==> src/inc/tmr_pkg.sv <==
// shared constants and types for the 8-bit timer/counter with compare
package tmr_pkg;

  // ----------------------------------------------------------------
  // register word offsets (byte addresses)
  // ----------------------------------------------------------------
  localparam logic [31:0] TMR_OFF_CTRL = 32'h0000_0000;
  localparam logic [31:0] TMR_OFF_CNT = 32'h0000_0004;
  localparam logic [31:0] TMR_OFF_CMP = 32'h0000_0008;
  localparam logic [31:0] TMR_OFF_FLAG = 32'h0000_000c;
  localparam logic [31:0] TMR_OFF_MASK = 32'h0000_0010;
  localparam logic [31:0] TMR_OFF_ASYNC = 32'h0000_0014;
  localparam logic [31:0] TMR_OFF_PORT = 32'h0000_0018;

  // ----------------------------------------------------------------
  // field positions
  // ----------------------------------------------------------------
  localparam int TMR_FLAG_OVF_BIT = 0;
  localparam int TMR_FLAG_CMP_BIT = 1;
  localparam int TMR_ASYNC_SEL_BIT = 0;
  localparam int TMR_PORT_DATA_BIT = 1 - 1;
  localparam int TMR_PORT_DIR_BIT = 1;

  // ----------------------------------------------------------------
  // modes, actions and clock selections
  // ----------------------------------------------------------------
  localparam logic [1:0] TMR_WGM_NORMAL = 2'h0;
  localparam logic [1:0] TMR_WGM_PC_PWM = 2'h1;
  localparam logic [1:0] TMR_WGM_CTC = 2'h2;
  localparam logic [1:0] TMR_WGM_FAST_PWM = 2'h3;
  localparam logic [1:0] TMR_COM_NONE = 2'h0;
  localparam logic [1:0] TMR_COM_TOGGLE = 2'h1;
  localparam logic [1:0] TMR_COM_CLEAR = 2'h2;
  localparam logic [1:0] TMR_COM_SET = 2'h3;
  localparam logic [2:0] TMR_CS_STOP = 3'h0;
  localparam logic [2:0] TMR_CS_DIRECT = 3'h1;

  // prescaler tap masks for selections 2..7 (divide by 8..1024)
  localparam logic [9:0] TMR_DIV_MASK_2 = 10'h007;
  localparam logic [9:0] TMR_DIV_MASK_3 = 10'h01f;
  localparam logic [9:0] TMR_DIV_MASK_4 = 10'h03f;
  localparam logic [9:0] TMR_DIV_MASK_5 = 10'h07f;
  localparam logic [9:0] TMR_DIV_MASK_6 = 10'h0ff;
  localparam logic [9:0] TMR_DIV_MASK_7 = 10'h3ff;

  // ----------------------------------------------------------------
  // counter limits, bus codes, reset values
  // ----------------------------------------------------------------
  localparam logic [7:0] TMR_MAX = 8'hff;
  localparam logic [7:0] TMR_BOTTOM = 8'h00;
  localparam logic [7:0] TMR_ONE = 8'h01;
  localparam logic [1:0] TMR_HTRANS_NONSEQ = 2'h2;
  localparam logic [7:0] TMR_CNT_RST = 8'h00;
  localparam logic [7:0] TMR_CMP_RST = 8'h00;

  typedef struct packed {
    logic force_cmp;
    logic [1:0] com;
    logic [1:0] wgm;
    logic [2:0] cs;
  } tmr_ctrl_t;

  typedef struct packed {
    logic cmp;
    logic ovf;
  } tmr_flags_t;

  localparam tmr_ctrl_t TMR_CTRL_RST = 8'h00;
  localparam tmr_flags_t TMR_FLAGS_RST = 2'h0;

endpackage

==> src/verilog/tmr_core.sv <==
// 8-bit timer/counter with one compare channel behind an ahb-lite slave
//
// What this block does
// tick from io clock, or crystal when selected
// each tick clears, increments or decrements counter
// clock select zero stops the counter
// cpu counter access anytime; cpu write wins
// waveform mode sets sequence and overflow condition
// comparator match sets match flag next tick
// enabled flag requests irq; ack or one clears
// pwm modes double buffer compare at top/bottom
// cpu compare access hits buffer or active register
// force strobe acts like match, non-pwm only
// counter write blocks match in next tick
// compare output state survives mode changes
// output action field unbuffered, acts next match
// nonzero action field overrides port, direction separate
// action field zero leaves compare output alone
// action field: pwm polarity, or set/clear/toggle
// normal mode counts up, wraps ff to 00
// normal overflow set as counter becomes zero
// overflow flag cleared by overflow irq ack
// top and bottom indications from counter
// software sets compare state before pin direction
// software avoids writing counter equal to compare
// maximum is ff, bottom is zero
// everything resets to zero
//
// Chosen here: the placing of the registers and the AHB-Lite slave port.
`timescale 1ns/1ps
module tmr_core #(
  parameter int PRESCALE_W = 10
) (
  // clock and reset
  input wire logic hclk,
  input wire logic hresetn,
  // ahb-lite slave
  input wire logic hsel,
  input wire logic [31:0] haddr,
  input wire logic [1:0] htrans,
  input wire logic hwrite,
  input wire logic [2:0] hsize,
  input wire logic hready,
  input wire logic [31:0] hwdata,
  output logic [31:0] hrdata,
  output logic hreadyout,
  output logic hresp,
  // crystal oscillator pins
  input wire logic crystal_pin_in,
  output logic crystal_pin_out,
  // compare output pin
  output logic compare_pin_out,
  output logic compare_pin_oe,
  // interrupt requests and acknowledges
  output logic overflow_irq,
  output logic compare_irq,
  input wire logic overflow_irq_ack,
  input wire logic compare_irq_ack,
  // counter status
  output logic counter_at_top,
  output logic counter_at_bottom
);
  import tmr_pkg::*;

  // ----------------------------------------------------------------
  // state
  // ----------------------------------------------------------------
  tmr_ctrl_t timer_control_reg;
  tmr_flags_t timer_flag_reg;
  tmr_flags_t timer_mask_reg;
  logic [7:0] counter_value;
  logic [7:0] compare_value;
  logic [7:0] compare_buffer;
  logic async_clock_select;
  logic port_data;
  logic compare_pin_direction_bit;
  logic compare_output;
  logic count_down;
  logic block_pending;
  logic crystal_sync;
  logic crystal_prev;
  logic wr_pend;
  logic rd_wait;
  logic [31:0] addr_q;
  logic timer_tick;
  logic [7:0] next_counter;
  logic next_count_down;
  logic next_compare_output;
  logic [31:0] rd_mux;

  // ----------------------------------------------------------------
  // bus decode
  // ----------------------------------------------------------------
  wire addr_take = hsel && hready && (htrans == TMR_HTRANS_NONSEQ);
  wire wr_ctrl = wr_pend && (addr_q == TMR_OFF_CTRL);
  wire wr_cnt = wr_pend && (addr_q == TMR_OFF_CNT);
  wire wr_cmp = wr_pend && (addr_q == TMR_OFF_CMP);
  wire wr_flag = wr_pend && (addr_q == TMR_OFF_FLAG);
  wire wr_mask = wr_pend && (addr_q == TMR_OFF_MASK);
  wire wr_async = wr_pend && (addr_q == TMR_OFF_ASYNC);
  wire wr_port = wr_pend && (addr_q == TMR_OFF_PORT);
  wire tmr_ctrl_t wdata_ctrl = tmr_ctrl_t'(hwdata[7:0]);

  assign hreadyout = !rd_wait;
  assign hresp = 1'b0;

  // ----------------------------------------------------------------
  // mode decode
  // ----------------------------------------------------------------
  wire [1:0] wgm = timer_control_reg.wgm;
  wire [1:0] com = timer_control_reg.com;
  wire is_pwm = (wgm == TMR_WGM_PC_PWM) || (wgm == TMR_WGM_FAST_PWM);
  wire at_max = (counter_value == TMR_MAX);
  wire at_bottom = (counter_value == TMR_BOTTOM);
  wire match = (counter_value == compare_value);
  wire cmp_event = timer_tick && match && !block_pending;
  wire [7:0] cnt_inc = counter_value + TMR_ONE;
  wire [7:0] cnt_dec = counter_value - TMR_ONE;
  wire force_hit = wr_ctrl && wdata_ctrl.force_cmp &&
                   (wdata_ctrl.wgm != TMR_WGM_PC_PWM) &&
                   (wdata_ctrl.wgm != TMR_WGM_FAST_PWM);
  wire buf_load = timer_tick && is_pwm && at_max;

  assign counter_at_top = at_max;
  assign counter_at_bottom = at_bottom;

  // ----------------------------------------------------------------
  // tick source
  // ----------------------------------------------------------------
  tmr_sync #(
    .WIDTH(1)
  ) u_crystal_sync (
    .hclk(hclk),
    .hresetn(hresetn),
    .d(crystal_pin_in),
    .q(crystal_sync)
  );

  wire crystal_rise = crystal_sync && !crystal_prev;
  wire tick_src = async_clock_select ? crystal_rise : 1'b1;

  tmr_prescaler #(
    .WIDTH(PRESCALE_W)
  ) u_prescaler (
    .hclk(hclk),
    .hresetn(hresetn),
    .src_en(tick_src),
    .cs(timer_control_reg.cs),
    .tick(timer_tick)
  );

  // ----------------------------------------------------------------
  // counter sequence
  // ----------------------------------------------------------------
  always_comb begin
    next_counter = counter_value;
    next_count_down = count_down;
    if (wr_cnt) begin
      next_counter = hwdata[7:0];
    end else if (timer_tick) begin
      case (wgm)
        TMR_WGM_NORMAL, TMR_WGM_FAST_PWM: begin
          next_counter = cnt_inc;
          next_count_down = 1'b0;
        end
        TMR_WGM_CTC: begin
          next_counter = match ? TMR_BOTTOM : cnt_inc;
          next_count_down = 1'b0;
        end
        TMR_WGM_PC_PWM: begin
          if (count_down && at_bottom) begin
            next_counter = cnt_inc;
            next_count_down = 1'b0;
          end else if (!count_down && at_max) begin
            next_counter = cnt_dec;
            next_count_down = 1'b1;
          end else begin
            next_counter = count_down ? cnt_dec : cnt_inc;
          end
        end
        default: next_counter = counter_value;
      endcase
    end
  end

  // overflow condition per mode
  wire ovf_set = timer_tick && !wr_cnt &&
                 (((wgm != TMR_WGM_PC_PWM) && at_max) ||
                  ((wgm == TMR_WGM_PC_PWM) && count_down &&
                   (counter_value == TMR_ONE)));

  // ----------------------------------------------------------------
  // waveform generator
  // ----------------------------------------------------------------
  always_comb begin
    next_compare_output = compare_output;
    if (force_hit || (cmp_event && !is_pwm)) begin
      case (force_hit ? wdata_ctrl.com : com)
        TMR_COM_TOGGLE: next_compare_output = !compare_output;
        TMR_COM_CLEAR: next_compare_output = 1'b0;
        TMR_COM_SET: next_compare_output = 1'b1;
        default: next_compare_output = compare_output;
      endcase
    end else if (timer_tick && (wgm == TMR_WGM_FAST_PWM)) begin
      if (cmp_event && (com == TMR_COM_TOGGLE)) begin
        next_compare_output = !compare_output;
      end else if (cmp_event && (com[1] == 1'b1)) begin
        next_compare_output = com[0];
      end else if (at_max && (com[1] == 1'b1)) begin
        next_compare_output = !com[0];
      end
    end else if (cmp_event && (wgm == TMR_WGM_PC_PWM) && (com[1] == 1'b1)) begin
      next_compare_output = count_down ? !com[0] : com[0];
    end
  end

  // port override; direction stays with the direction bit
  assign compare_pin_out = (com != TMR_COM_NONE) ? compare_output : port_data;
  assign compare_pin_oe = compare_pin_direction_bit;
  assign crystal_pin_out = !crystal_sync;

  // ----------------------------------------------------------------
  // interrupt requests
  // ----------------------------------------------------------------
  assign overflow_irq = timer_flag_reg.ovf && timer_mask_reg.ovf;
  assign compare_irq = timer_flag_reg.cmp && timer_mask_reg.cmp;

  // ----------------------------------------------------------------
  // read data
  // ----------------------------------------------------------------
  always_comb begin
    rd_mux = 32'h0000_0000;
    case (addr_q)
      TMR_OFF_CTRL: rd_mux[6:0] = timer_control_reg[6:0];
      TMR_OFF_CNT: rd_mux[7:0] = counter_value;
      TMR_OFF_CMP: rd_mux[7:0] = is_pwm ? compare_buffer : compare_value;
      TMR_OFF_FLAG: rd_mux[1:0] = timer_flag_reg;
      TMR_OFF_MASK: rd_mux[1:0] = timer_mask_reg;
      TMR_OFF_ASYNC: rd_mux[TMR_ASYNC_SEL_BIT] = async_clock_select;
      TMR_OFF_PORT: begin
        rd_mux[TMR_PORT_DATA_BIT] = port_data;
        rd_mux[TMR_PORT_DIR_BIT] = compare_pin_direction_bit;
      end
      default: rd_mux = 32'h0000_0000;
    endcase
  end

  // ----------------------------------------------------------------
  // bus phase registers
  // ----------------------------------------------------------------
  always_ff @(posedge hclk or negedge hresetn) begin
    if (!hresetn) begin
      wr_pend <= 1'b0;
      rd_wait <= 1'b0;
      addr_q <= 32'h0000_0000;
      hrdata <= 32'h0000_0000;
    end else begin
      wr_pend <= addr_take && hwrite;
      rd_wait <= addr_take && !hwrite;
      if (addr_take) begin
        addr_q <= haddr;
      end
      if (rd_wait) begin
        hrdata <= rd_mux;
      end
    end
  end

  // ----------------------------------------------------------------
  // control registers
  // ----------------------------------------------------------------
  always_ff @(posedge hclk or negedge hresetn) begin
    if (!hresetn) begin
      timer_control_reg <= TMR_CTRL_RST;
      timer_mask_reg <= TMR_FLAGS_RST;
      async_clock_select <= 1'b0;
      port_data <= 1'b0;
      compare_pin_direction_bit <= 1'b0;
    end else begin
      if (wr_ctrl) begin
        timer_control_reg <= {1'b0, wdata_ctrl.com, wdata_ctrl.wgm, wdata_ctrl.cs};
      end
      if (wr_mask) begin
        timer_mask_reg <= tmr_flags_t'(hwdata[1:0]);
      end
      if (wr_async) begin
        async_clock_select <= hwdata[TMR_ASYNC_SEL_BIT];
      end
      if (wr_port) begin
        port_data <= hwdata[TMR_PORT_DATA_BIT];
        compare_pin_direction_bit <= hwdata[TMR_PORT_DIR_BIT];
      end
    end
  end

  // ----------------------------------------------------------------
  // counter, compare and output state
  // ----------------------------------------------------------------
  always_ff @(posedge hclk or negedge hresetn) begin
    if (!hresetn) begin
      counter_value <= TMR_CNT_RST;
      count_down <= 1'b0;
      compare_output <= 1'b0;
      crystal_prev <= 1'b0;
    end else begin
      counter_value <= next_counter;
      count_down <= next_count_down;
      compare_output <= next_compare_output;
      crystal_prev <= crystal_sync;
    end
  end

  always_ff @(posedge hclk or negedge hresetn) begin
    if (!hresetn) begin
      compare_value <= TMR_CMP_RST;
      compare_buffer <= TMR_CMP_RST;
    end else begin
      if (wr_cmp) begin
        compare_buffer <= hwdata[7:0];
      end
      if (wr_cmp && !is_pwm) begin
        compare_value <= hwdata[7:0];
      end else if (buf_load) begin
        compare_value <= compare_buffer;
      end
    end
  end

  // a counter write arms the block until the next tick consumes it
  always_ff @(posedge hclk or negedge hresetn) begin
    if (!hresetn) begin
      block_pending <= 1'b0;
    end else if (wr_cnt) begin
      block_pending <= 1'b1;
    end else if (timer_tick) begin
      block_pending <= 1'b0;
    end
  end

  // ----------------------------------------------------------------
  // flags: hardware set wins over any clear
  // ----------------------------------------------------------------
  always_ff @(posedge hclk or negedge hresetn) begin
    if (!hresetn) begin
      timer_flag_reg <= TMR_FLAGS_RST;
    end else begin
      timer_flag_reg.ovf <= ovf_set ||
        (timer_flag_reg.ovf && !overflow_irq_ack &&
         !(wr_flag && hwdata[TMR_FLAG_OVF_BIT]));
      timer_flag_reg.cmp <= cmp_event ||
        (timer_flag_reg.cmp && !compare_irq_ack &&
         !(wr_flag && hwdata[TMR_FLAG_CMP_BIT]));
    end
  end

endmodule

==> src/verilog/tmr_prescaler.sv <==
// clock select and prescaler producing the timer tick enable
`timescale 1ns/1ps
module tmr_prescaler #(
  parameter int WIDTH = 10
) (
  // clock and reset
  input wire logic hclk,
  input wire logic hresetn,
  // source and selection
  input wire logic src_en,
  input wire logic [2:0] cs,
  // tick
  output logic tick
);
  import tmr_pkg::*;

  logic [WIDTH-1:0] presc;
  logic [WIDTH-1:0] mask;
  wire running = (cs != TMR_CS_STOP);

  always_comb begin
    case (cs)
      3'h2: mask = WIDTH'(TMR_DIV_MASK_2);
      3'h3: mask = WIDTH'(TMR_DIV_MASK_3);
      3'h4: mask = WIDTH'(TMR_DIV_MASK_4);
      3'h5: mask = WIDTH'(TMR_DIV_MASK_5);
      3'h6: mask = WIDTH'(TMR_DIV_MASK_6);
      3'h7: mask = WIDTH'(TMR_DIV_MASK_7);
      default: mask = '0;
    endcase
  end

  // no source selected means no tick at all
  assign tick = running && src_en && ((presc & mask) == mask);

  always_ff @(posedge hclk or negedge hresetn) begin
    if (!hresetn) begin
      presc <= '0;
    end else if (!running) begin
      presc <= '0;
    end else if (src_en) begin
      presc <= presc + WIDTH'(1);
    end
  end

endmodule

==> src/verilog/tmr_sync.sv <==
// two-stage synchroniser for pins entering the bus clock domain
`timescale 1ns/1ps
module tmr_sync #(
  parameter int WIDTH = 1
) (
  // clock and reset
  input wire logic hclk,
  input wire logic hresetn,
  // data
  input wire logic [WIDTH-1:0] d,
  output logic [WIDTH-1:0] q
);

  logic [WIDTH-1:0] stage1;

  always_ff @(posedge hclk or negedge hresetn) begin
    if (!hresetn) begin
      stage1 <= '0;
      q <= '0;
    end else begin
      stage1 <= d;
      q <= stage1;
    end
  end

endmodule
==> config.mk <==
export PLATFORM = sky130hd
export DESIGN_NAME = tmr_core
export DESIGN_NICKNAME = d
export VERILOG_FILES = /design/src/inc/tmr_pkg.sv /design/src/verilog/tmr_core.sv /design/src/verilog/tmr_prescaler.sv /design/src/verilog/tmr_sync.sv
export SDC_FILE = /design/constraint.sdc
export NUM_CORES = 1
export LEC_CHECK = 0
export ABC_AREA = 1
export BUFFER_PORTS_ARGS = -buffer_cell sky130_fd_sc_hd__clkbuf_2
export CORE_ASPECT_RATIO = 1.1
export CORE_UTILIZATION = 30
export DETAILED_ROUTE_END_ITERATION = 8
export PLACE_DENSITY_LB_ADDON = 0.15
export SKIP_LAST_GASP = 1
export SLEW_MARGIN = 20
export SYNTH_ARGS = -nofsm -noshare
export SYNTH_HDL_FRONTEND = slang
export SYNTH_SLANG_ARGS = --single-unit
==> constraint.sdc <==
create_clock -name hclk -period 5.3 [get_ports hclk]
set_input_delay 0 -clock hclk [delete_from_list [all_inputs] [get_ports hclk]]
set_output_delay 0 -clock hclk [all_outputs]
set_load 0.01 [all_outputs]
======== Word level (Yosys, flattened, before mapping) ========
Cells that the tools add are included.
storage, ports and cells
  input bits .............................. 77
  word-level logic and storage cells ...... 168
  register bits ........................... 96
  output and inout bits ................... 41
cells by class
  equal/unequal tests ..................... 31
  mux-type cells .......................... 33
  bitwise logic cells ..................... 2
  reduce and logical (&&, ||, !) cells .... 75
  $add $sub $neg .......................... 3
operators with widths
  kind                                              number
  == test 32 x 5 -> 1 bit, second input constant    3
  two-way mux 8 bit                                 9
  == test 32 x 4 -> 1 bit, second input constant    2
  one-hot mux 10 bit (6 select lines)               1
  logical AND 1 bit                                 44
  == test 32 x 3 -> 1 bit, second input constant    1
  logical NOT 32 bit                                1
  one-hot mux 8 bit (3 select lines)                1
  two-way mux 10 bit                                2
  one-hot mux 5 bit (3 select lines)                1
  logical NOT 1 bit                                 14
  two-way mux 1 bit                                 13
  == test 3 bit, second input constant              4
  adder 10 x 1 -> 10 bit, second input constant     1
  bitwise AND 10 bit                                1
  == test 10 bit                                    1
  == test 2 bit, second input constant              5
  adder 8 x 1 -> 8 bit, second input constant       1
  == test 8 x 1 -> 1 bit, second input constant     1
  == test 8 bit                                     1
  == test 8 bit, second input constant              1
  logical NOT 8 bit                                 1
  subtractor 8 x 1 -> 8 bit, second input constant  1
  one-hot mux 1 bit (7 select lines)                1
  other kinds (19)                                  33

======== Longest topological paths before layout ========
Gate-level depths: netlist of run 1.
  depth after elaboration ................. 12
  gate-level depth with buffers ........... 15
  gate-level depth less buffers ........... 15

======== Cells and area by module ========
Synthesis of run 1 repeated with hierarchy kept, for this count alone.
unflattened totals
  cells, all modules ...................... 694
  area, all modules ....................... 5,536.6 um2
by module, submodules not included
  module         sequential area each (um2)  cells an instance  area an instance (um2)  times used
  tmr_core       2,102.0                     615                4,912.2                 1
  tmr_prescaler  250.2                       77                 574.3                   1
  tmr_sync       50.0                        2                  50.0                    1

======== Worst setup path after synthesis of run 1 ========
OpenSTA, ideal clock, no wires.
  path type ............................... register to register
  from .................................... register addr_q[7]
  to ...................................... register compare_output
  data arrival time ....................... 1.942 ns
  clock period less this slack ............ 2.061 ns
  path slack .............................. 3.239 ns
  required time ........................... 5.181 ns
  cell stages (with the launch flop) ...... 14
  library setup time ...................... 0.119 ns
  buffers on the path ..................... 0
  cell sequence ........................... dfrtp_1 -> nor2_2 -> nand3_2 -> nor2_1 -> nand2_2 -> nor2_8 -> nand4_4 -> o21ai_1 -> inv_1 -> ha_1 -> nor2_1 -> nand2_1 -> a21oi_1 -> nor2_1
between the ends
  word-level cells in the longest chain between the ends .. 9
  elaborated cells on any way between the ends .. 16
  those cells by class .................... eq/ne: 5; mux: 3; reduce/logical: 8
ends and longest elaborated chain
  what                                                                                            line             source
  start, declared                                                                                 tmr_core.sv:84   logic [31:0] addr_q;
  start signal, assigned                                                                          tmr_core.sv:261  addr_q <= haddr;
  logical NOT 32 bit *                                                                            tmr_core.sv:95   wire wr_ctrl = wr_pend && (addr_q == TMR_OFF_CTRL);
  logical AND 1 bit *                                                                             tmr_core.sv:95
  logical AND 1 bit * (2 in series)                                                               tmr_core.sv:119  wire force_hit = wr_ctrl && wdata_ctrl.force_cmp &&
  logical AND 1 bit *                                                                             tmr_core.sv:120  (wdata_ctrl.wgm != TMR_WGM_PC_PWM) &&
  two-way mux 2 bit                                                                               tmr_core.sv:198  case (force_hit ? wdata_ctrl.com : com)
  == test 2 bit or == test 2 x 1 -> 1 bit (tied branches)                                         tmr_core.sv:198
  inequality test 4 x 1 -> 1 bit (no line) or one-hot mux 1 bit (3 select lines) (tied branches)  n/a
  AND reduction 3 bit (no line) or two-way mux 1 bit (tied branches)                              n/a
  end signal, assigned                                                                            tmr_core.sv:308  compare_output <= next_compare_output;
  end, declared                                                                                   tmr_core.sv:77   logic compare_output;
Every way passes the cells marked *; elsewhere a longest branch is shown, timed or not.
A chain may end at the register's enable or synchronous reset.

======== Worst setup path in the final report of run 1 ========
  from .................................... register timer_control_reg (netlist bit wgm[1])
  to ...................................... register compare_value[7]
between the ends
  word-level cells in the longest chain between the ends .. 5
  elaborated cells on any way between the ends .. 9
  those cells by class .................... eq/ne: 2; mux: 1; reduce/logical: 6
ends and longest elaborated chain
  what                                                     line                              source
  start, declared                                          tmr_core.sv:68                    tmr_ctrl_t timer_control_reg;
  start signal, assigned                                   tmr_core.sv:281                   timer_control_reg <= {1'b0, wdata_ctrl.com, wdata_ctrl.wgm, wdata_ctrl.cs};
  == test 2 x 1 -> 1 bit or == test 2 bit (tied branches)  tmr_core.sv:112                   wire is_pwm = (wgm == TMR_WGM_PC_PWM) || (wgm == TMR_WGM_FAST_PWM);
  logical OR 1 bit *                                       tmr_core.sv:112
  logical NOT 1 bit or logical AND 1 bit (tied branches)   tmr_core.sv:321, tmr_core.sv:122
  logical AND 1 bit, on equally long branches              tmr_core.sv:321, tmr_core.sv:122
  two-way mux 8 bit or nonzero test 2 bit (tied branches)  n/a
  end signal, assigned                                     tmr_core.sv:322                   compare_value <= hwdata[7:0];
  end signal, assigned                                     tmr_core.sv:324                   compare_value <= compare_buffer;
  end, declared                                            tmr_core.sv:72                    logic [7:0] compare_value;
Marked as above.

==> flow_metrics.py, run 1 <==
metrics = {
    "outcome": {
        "outcome": "complete, no violations",
    },
    "detailed_routing": {
        "routed_via_density": 4.647,
        "routed-wl-met2_um": 6963,
        "wl_met1_um": 6555,
        "drt-total-wl_um": 14420,
        "top_layer_used": "met4",
        "route.detailed.drc": 0,
        "vias": 4670,
        "wl_met3_um": 678,
        "wl_per_cell_um": 14.35,
        "drt_iter0_markers": 230,
        "antenna_left": 0,
        "dr.pass1.iters": 4,
    },
    "power_and_ir_drop": {
        "ir_worst_vdd_v": 0.0001898,
        "p_sw_mw": 0.4706,
        "p_int_mw": 1.292,
        "powerDensity_nw_per_um2": 262.2,
        "p_leak_nw": 3.348,
        "clkPwrFrac": 0.387,
        "power_frac_seq": 0.487,
        "sw_frac_of_total": 0.2670,
        "total_power_mw": 1.762,
        "comb_power_share": 0.126,
    },
    "synthesis": {
        "yosys_warnings": 0,
        "synth.distinct_cells": 47,
        "yosysSeqAreaShare": 0.4325,
        "synth_top_area_cell": "dfrtp_1",
        "synth_top_area_frac": 0.4325,
        "synth-seq-cells": 96,
        "syn_area_sq_um": 5554,
        "async_flop_share": 1.000,
        "synth_ff_type": "dfrtp_1",
        "yosys-top-cells-count": "nand2_1, dfrtp_1, inv_1",
        "synth_edf_count": 0,
        "syn_area_per_cell_sq_um": 8.415,
        "yosys-top-cells-area": "dfrtp_1, nand2_1, mux2_2",
        "synth_cells": 660,
        "synth_most_common_cell": "nand2_1",
    },
    "sta": {
        "setup_viol": 0,
        "worst_slew_pin_slew_ns": 0.9546,
        "setup_tns_ns": 0,
        "min_period_over_period": 0.4875,
        "min_period_ns": 2.584,
        "skew_ns": 0.005200,
        "slew_viol_final": 0,
        "hold_viol": 0,
        "setup_slack_ns": 2.716,
        "slew_headroom": 0.3636,
        "grt_setup_unrepaired": "false",
        "finalHoldWorstSlack_ns": 0.001514,
        "max_freq_mhz": 387.0,
    },
    "worst_setup_path": {
        "critPathMaxFanout": 17,
        "worstPathRequired_ns": 5.54,
        "timing.rr.start": "wgm[1]",
        "critPathArrivalTime_ns": 2.82,
        "ff2ff_path_depth": 6,
        "crit_type": "reg2reg",
        "crit_path_start_kind": "flop",
        "r2r-end": "compare_value[7]",
        "worstSetupEndpointType": "flop",
        "r2r_slack_ns": 2.72,
    },
    "clocking": {
        "clk_pin_slew_ns": 0.07,
        "ctsResizeCount": 0,
        "clkSinkCount": 96,
        "clock_path_buffers": 2,
        "cts_buffers": 9,
        "cts_hold_buf": 41,
        "cts_setup_buffers": 0,
        "clock_latency_ns": 0.35,
        "root_buffer": "clkbuf_16",
        "htreeDepth": 3,
        "cts_tree": "yes",
    },
    "global_routing": {
        "track_usage": 0.1623,
        "grt_max_degree": 75,
        "grt_first_pass_wirelength_um": 23700,
        "grt_overflow": 0,
        "antenna_found_initial": 0,
        "grt_pass1_vias": 4598,
    },
    "layout": {
        "largest_registers": "addr_q: 32 flops, u_prescaler.presc: 10 flops",
        "layout-drive-gt1-share": 0.2112,
        "layout.cells.non_filler": 1005,
        "finalInstanceArea_sq_um": 6720,
        "post-route-util": 0.3748,
        "nFillCells": 1904,
        "antennaDiodeCount": 0,
        "seqCellArea_sq_um": 2402,
        "regMostFlops": "addr_q",
        "area_delta_synth_final_pct": 21.00,
        "nNetsFinal": 848,
        "multi_input_area_sq_um": 2685,
        "largest_reg_flops": 32,
    },
    "placement": {
        "place.gp.congestion": 0.8859,
        "place_area_sq_um": 6002,
        "io_buffers": 65,
        "dp_hpwl_um": 10590,
        "dpl.cell_count": 948,
        "place_ws_ns": 2.715,
    },
    "die": {
        "pin_count": 118,
        "start_util": 0.3097,
        "die_area_sq_um": 19060,
        "rows": 51,
        "fp.coreArea_sq_um": 17930,
        "dieHeight_um": 144.7,
        "die_w_um": 131.7,
    },
    "min_path": {
        "worstHoldPathCells": 3,
        "hold_start": "hwdata[0]",
        "hp-class": "in2reg",
        "min_to": "timer_control_reg[0]",
    },
    "job": {
        "cap_violations": 0,
    },
}
[cell type report]
class,count,share of cell area
well taps,238,0.04431
clock inverters,6,0.01173
flip-flops and latches,96,0.3575
multi-input cells,474,0.3996
inverters,73,0.04077
repair buffers,108,0.1121
clock buffers,10,0.03407
[how the worst max path moves through the flow]
stage,from,endpoint,slack (ns),cells past startpoint
detailed placement,wgm[1],compare_value[7],2.72,6
global route,wgm[1],compare_value[7],2.57,6
floorplan,addr_q[7],compare_output,3.24,13
CTS,wgm[1],compare_value[7],2.70,6
global placement,wgm[1],compare_value[7],2.74,6
finish,wgm[1],compare_value[7],2.72,6
[cells by family (layout without fill, tap and decap cells)]
kind of cell | Yosys count | in the layout | synth area share
other cells | 1 | 25 | 0.0006752
buf+inv | 114 | 197 | 0.1002
flops | 96 | 96 | 0.4325
fa+ha+maj | 9 | 9 | 0.02028
simple gates | 290 | 290 | 0.2408
compound gates | 101 | 101 | 0.1133
xor+xnor | 15 | 15 | 0.02365
mux | 34 | 34 | 0.06848
[routing by layer]
layer	vias up	GRT usage
met5	-	0
met4	0	0.04651
met3	16	0.03553
met2	119	0.2854
met1	2226	0.1999
li1	2309	-
[critical path, cell delays in order (launching register included)]
cell and delay (ns):
dfrtp_1 0.40, inv_1 0.08, ha_1 0.34, nor2_2 0.70, nand2_4 0.30, nand2_4 0.29, mux2_2 0.36
[power groups by stage]
stage,Clock (mW),Combinational (mW),Sequential (mW)
2_1_floorplan,0,0.151,0.863
3_3_place_gp,0,0.196,0.870
3_5_place_dp,0,0.203,0.875
4_1_cts,0.709,0.227,0.860
5_1_grt,0.735,0.257,0.871
6_report,0.682,0.222,0.859
[layout by cell type, fill, tap and decap left out, types with 5 or more instances in the layout]
master         instances
xnor2_1                5
dfrtp_1               96
xor2_1                10
a21oi_1               22
nor2_1                60
nand2_1              151
o211ai_1               5
nor3_1                 8
clkbuf_16              9
nand3_1               39
o21ai_1                8
o21ai_0               36
mux2_2                32
clkbuf_2              64
o21ai_2                7
dlygate4sd3_1         41
conb_1                25
inv_1                 63
ha_1                   9
nand2_2                8
inv_2                  9
o22ai_1                9
(Power assumes the default switching activity.)
==> inputs of run 2 (changes only) <==
--- a/config.mk
+++ b/config.mk
@@ -5,7 +5,7 @@
 export SDC_FILE = /design/constraint.sdc
 export NUM_CORES = 1
 export LEC_CHECK = 0
-export ABC_AREA = 1
+export ABC_AREA = 0
 export BUFFER_PORTS_ARGS = -buffer_cell sky130_fd_sc_hd__clkbuf_2
 export CORE_ASPECT_RATIO = 1.1
 export CORE_UTILIZATION = 30
==> constraint.sdc (replaced) <==
create_clock -name hclk -period 2.32 [get_ports hclk]
set_input_delay 0 -clock hclk [delete_from_list [all_inputs] [get_ports hclk]]
set_output_delay 0 -clock hclk [all_outputs]
set_load 0.01 [all_outputs]
==> run 2 against run 1 <==
The flow now finishes with violations (negative setup slack). Setup slack worse by 3.2 ns. Non-clock buffer count grew 74. Sequential power rose to 2.6 times the previous value. Core utilization increased by 4.4 points. Flip-flop and latch count unchanged. Area after synthesis shrank 3.6%. Global-route usage grew 0.97 points.
==> flow_metrics.py, run 2 <==
metrics = {
    "outcome": {
        "outcome": "finished, violations left",
        "violations": "negative setup slack",
    },
    "sta": {
        "finalHoldWorstSlack_ns": 0.01763,
        "min_period_ns": 2.790,
        "slew_viol_final": 0,
        "worst_slew_pin_slew_ns": 0.9125,
        "setup_viol": 4,
        "grt_setup_unrepaired": "true",
        "max_freq_mhz": 358.4,
        "slew_headroom": 0.3917,
        "min_period_over_period": 1.203,
        "hold_viol": 0,
        "setup_slack_ns": -0.4705,
        "skew_ns": 0.009941,
    },
    "synthesis": {
        "synth_edf_count": 0,
        "synth-seq-cells": 96,
        "yosysSeqAreaShare": 0.4486,
        "syn_area_per_cell_sq_um": 10.32,
        "synth_cells": 519,
        "yosys-top-cells-area": "dfrtp_1, mux2_2, buf_4",
        "yosys-top-cells-count": "dfrtp_1, mux2_2, nand2_1",
        "yosys_warnings": 0,
        "synth.distinct_cells": 66,
        "synth_ff_type": "dfrtp_1",
        "synth_top_area_frac": 0.4486,
        "async_flop_share": 1.000,
        "synth_top_area_cell": "dfrtp_1",
        "synth_most_common_cell": "dfrtp_1",
        "syn_area_sq_um": 5355,
    },
    "power_and_ir_drop": {
        "ir_worst_vdd_v": 0.0004766,
        "p_leak_nw": 3.347,
        "powerDensity_nw_per_um2": 722.8,
    },
    "layout": {
        "largest_reg_flops": 32,
        "regMostFlops": "addr_q",
        "final_cell_mix": "dfrtp_1, buf_4, clkbuf_2, mux2_2",
        "nFillCells": 1697,
        "nNetsFinal": 770,
        "area_delta_synth_final_pct": 34.98,
        "largest_registers": "addr_q: 32 flops, u_prescaler.presc: 10 flops",
        "mostFrequentLayoutCell": "dfrtp_1",
        "antennaDiodeCount": 0,
        "layout-drive-gt1-share": 0.3541,
    },
    "detailed_routing": {
        "wl_per_cell_um": 16.37,
        "route.detailed.drc": 0,
        "drt_iter0_markers": 222,
        "antenna_left": 0,
        "routed_via_density": 4.944,
        "dr.pass1.iters": 5,
        "vias": 4563,
        "drt-total-wl_um": 15110,
    },
    "clocking": {
        "clkSinkCount": 96,
        "cts_tree": "yes",
        "clk_pin_slew_ns": 0.07,
        "cts_buffers": 9,
        "htreeDepth": 3,
        "root_buffer": "clkbuf_16",
        "clock_path_buffers": 2,
        "clock_latency_ns": 0.35,
    },
    "die": {
        "die_area_sq_um": 18390,
        "fp.coreArea_sq_um": 17270,
        "rows": 50,
        "dieHeight_um": 142.1,
        "die_w_um": 129.4,
        "start_util": 0.3101,
        "pin_count": 118,
    },
    "placement": {
        "place_ws_ns": -0.6134,
        "place.gp.congestion": 0.8521,
        "dp_hpwl_um": 11330,
        "io_buffers": 65,
    },
    "worst_setup_path": {
        "worstSetupEndpointType": "flop",
        "r2r_slack_ns": -0.47,
        "cp_cell_sequence": "nor4_4 -> nand4_2 -> nor4b_4 -> and4b_2 -> mux2_4 -> ha_4 -> nor2_4 -> a21oi_1 -> nand4_1 -> o21ai_1 -> a211o_1",
        "crit_family": "simple AND/OR/NAND/NOR gates",
        "slowest_delay_ns": 0.41,
        "crit_path_start_kind": "flop",
        "critPathArrivalTime_ns": 3.03,
        "critPathMaxFanout": 3,
        "worst-path-buf-inv": 0,
        "critPathSlowestCell": "dfrtp_1",
        "worstPathRequired_ns": 2.56,
        "crit_type": "reg2reg",
    },
    "min_path": {
        "hp-class": "in2reg",
    },
    "global_routing": {
        "grt_first_pass_wirelength_um": 23560,
        "track_usage": 0.1720,
        "grt_max_degree": 69,
        "antenna_found_initial": 0,
        "grt_pass1_vias": 4372,
        "grt_overflow": 0,
    },
    "job": {
        "cap_violations": 0,
    },
}
## run 2: cell count changes after synthesis, moves of 9 or more
| cell | previous run | this run |
|---|---|---|
| inv_2 | 9 | 0 |
| inv_1 | 63 | 16 |
| mux2i_1 | 2 | 14 |
| clkbuf_1 | 5 | 17 |
| nand2_1 | 151 | 43 |
| o21ai_0 | 36 | 8 |
| nor2_1 | 60 | 42 |
| nand3_1 | 39 | 12 |
| mux2_2 | 32 | 56 |
## run 2: area by class of cell
cell class / instances / area [sq um] / area share
inverters: 16 / 60.06 / 0.008309
clock inverters: 7 / 85.08 / 0.01177
clock buffers: 9 / 225.2 / 0.03116
multi-input cells: 379 / 2776 / 0.3841
well taps: 234 / 292.8 / 0.04051
flip-flops and latches: 96 / 2407 / 0.3330
repair buffers: 182 / 1381 / 0.1911
## run 2: worst paths after layout
| check | from | end | depth (start not counted) |
|---|---|---|---|
| min | hwdata[6] | compare_value[6] | 3 |
| max in group asynchronous | hresetn | compare_value[6] | 3 |
| max reg2reg | addr_q[24] | compare_output | 11 |
| max | addr_q[24] | compare_output | 11 |
| min reg2reg | u_crystal_sync.q | crystal_prev | 0 |
| min in group asynchronous | hresetn | addr_q[11] | 2 |
## run 2: logic make-up after synthesis
logic type,count (synthesis),share of synthesized area
simple gates,163,0.1650
flops,96,0.4486
compound gates,95,0.1250
mux,70,0.1439
buf+inv,68,0.06799
xor+xnor,17,0.02780
fa+ha+maj,9,0.02103
other cells,1,0.0007003
## run 2: timing repair
| item | 4_1_cts | 5_1_grt |
|---|---|---|
| resized for setup | 5 | 17 |
| hold endpoints to repair | 119 | 0 |
| endpoints found under the setup margin | 10 | 14 |
| buffers inserted | 1 | 4 |
| hold buffers | 42 | 0 |
| pin swaps | 3 | 8 |
## run 2: where the power goes
part	internal [mW]	switching, mW	total, mW
logic	0.763	0.652	1.42
registers	1.93	0.286	2.22
clock network	0.862	0.727	1.59
## run 2: layer usage
metal	part of all wire	routed length (um)	track usage
met1	0.44	6680	0.2158
met2	0.50	7617	0.2980
met3	0.035	532	0.02406
met4	0.018	278	0.06378
met5	0	0	0
## run 2: worst register-to-register path, cell delays in order (launching register included)
cell and delay (ns):
dfrtp_1 0.41, nor4_4 0.33, nand4_2 0.18, nor4b_4 0.31, and4b_2 0.33, mux2_4 0.32, ha_4 0.24, nor2_4 0.10
a21oi_1 0.05, nand4_1 0.09, o21ai_1 0.06, a211o_1 0.26
## run 2: through the flow
step | instance area (sq um) | setup TNS (ns) | util | std cells | power [mW]
final | 7228 | -0.4903 | 0.4186 | 923 | 5.225
after global routing | 7228 | -3.099 | 0.4186 | 923 | 5.486
after CTS | 7149 | -0.4786 | 0.4141 | 919 | 5.194
after detailed placement | 6381 | -0.8647 | 0.3696 | 860 | 3.513
after global placement | 6381 | -0.8351 | 0.3696 | 860 | 3.479
after floorplan | 5480 | -0.5789 | - | 543 | 2.911
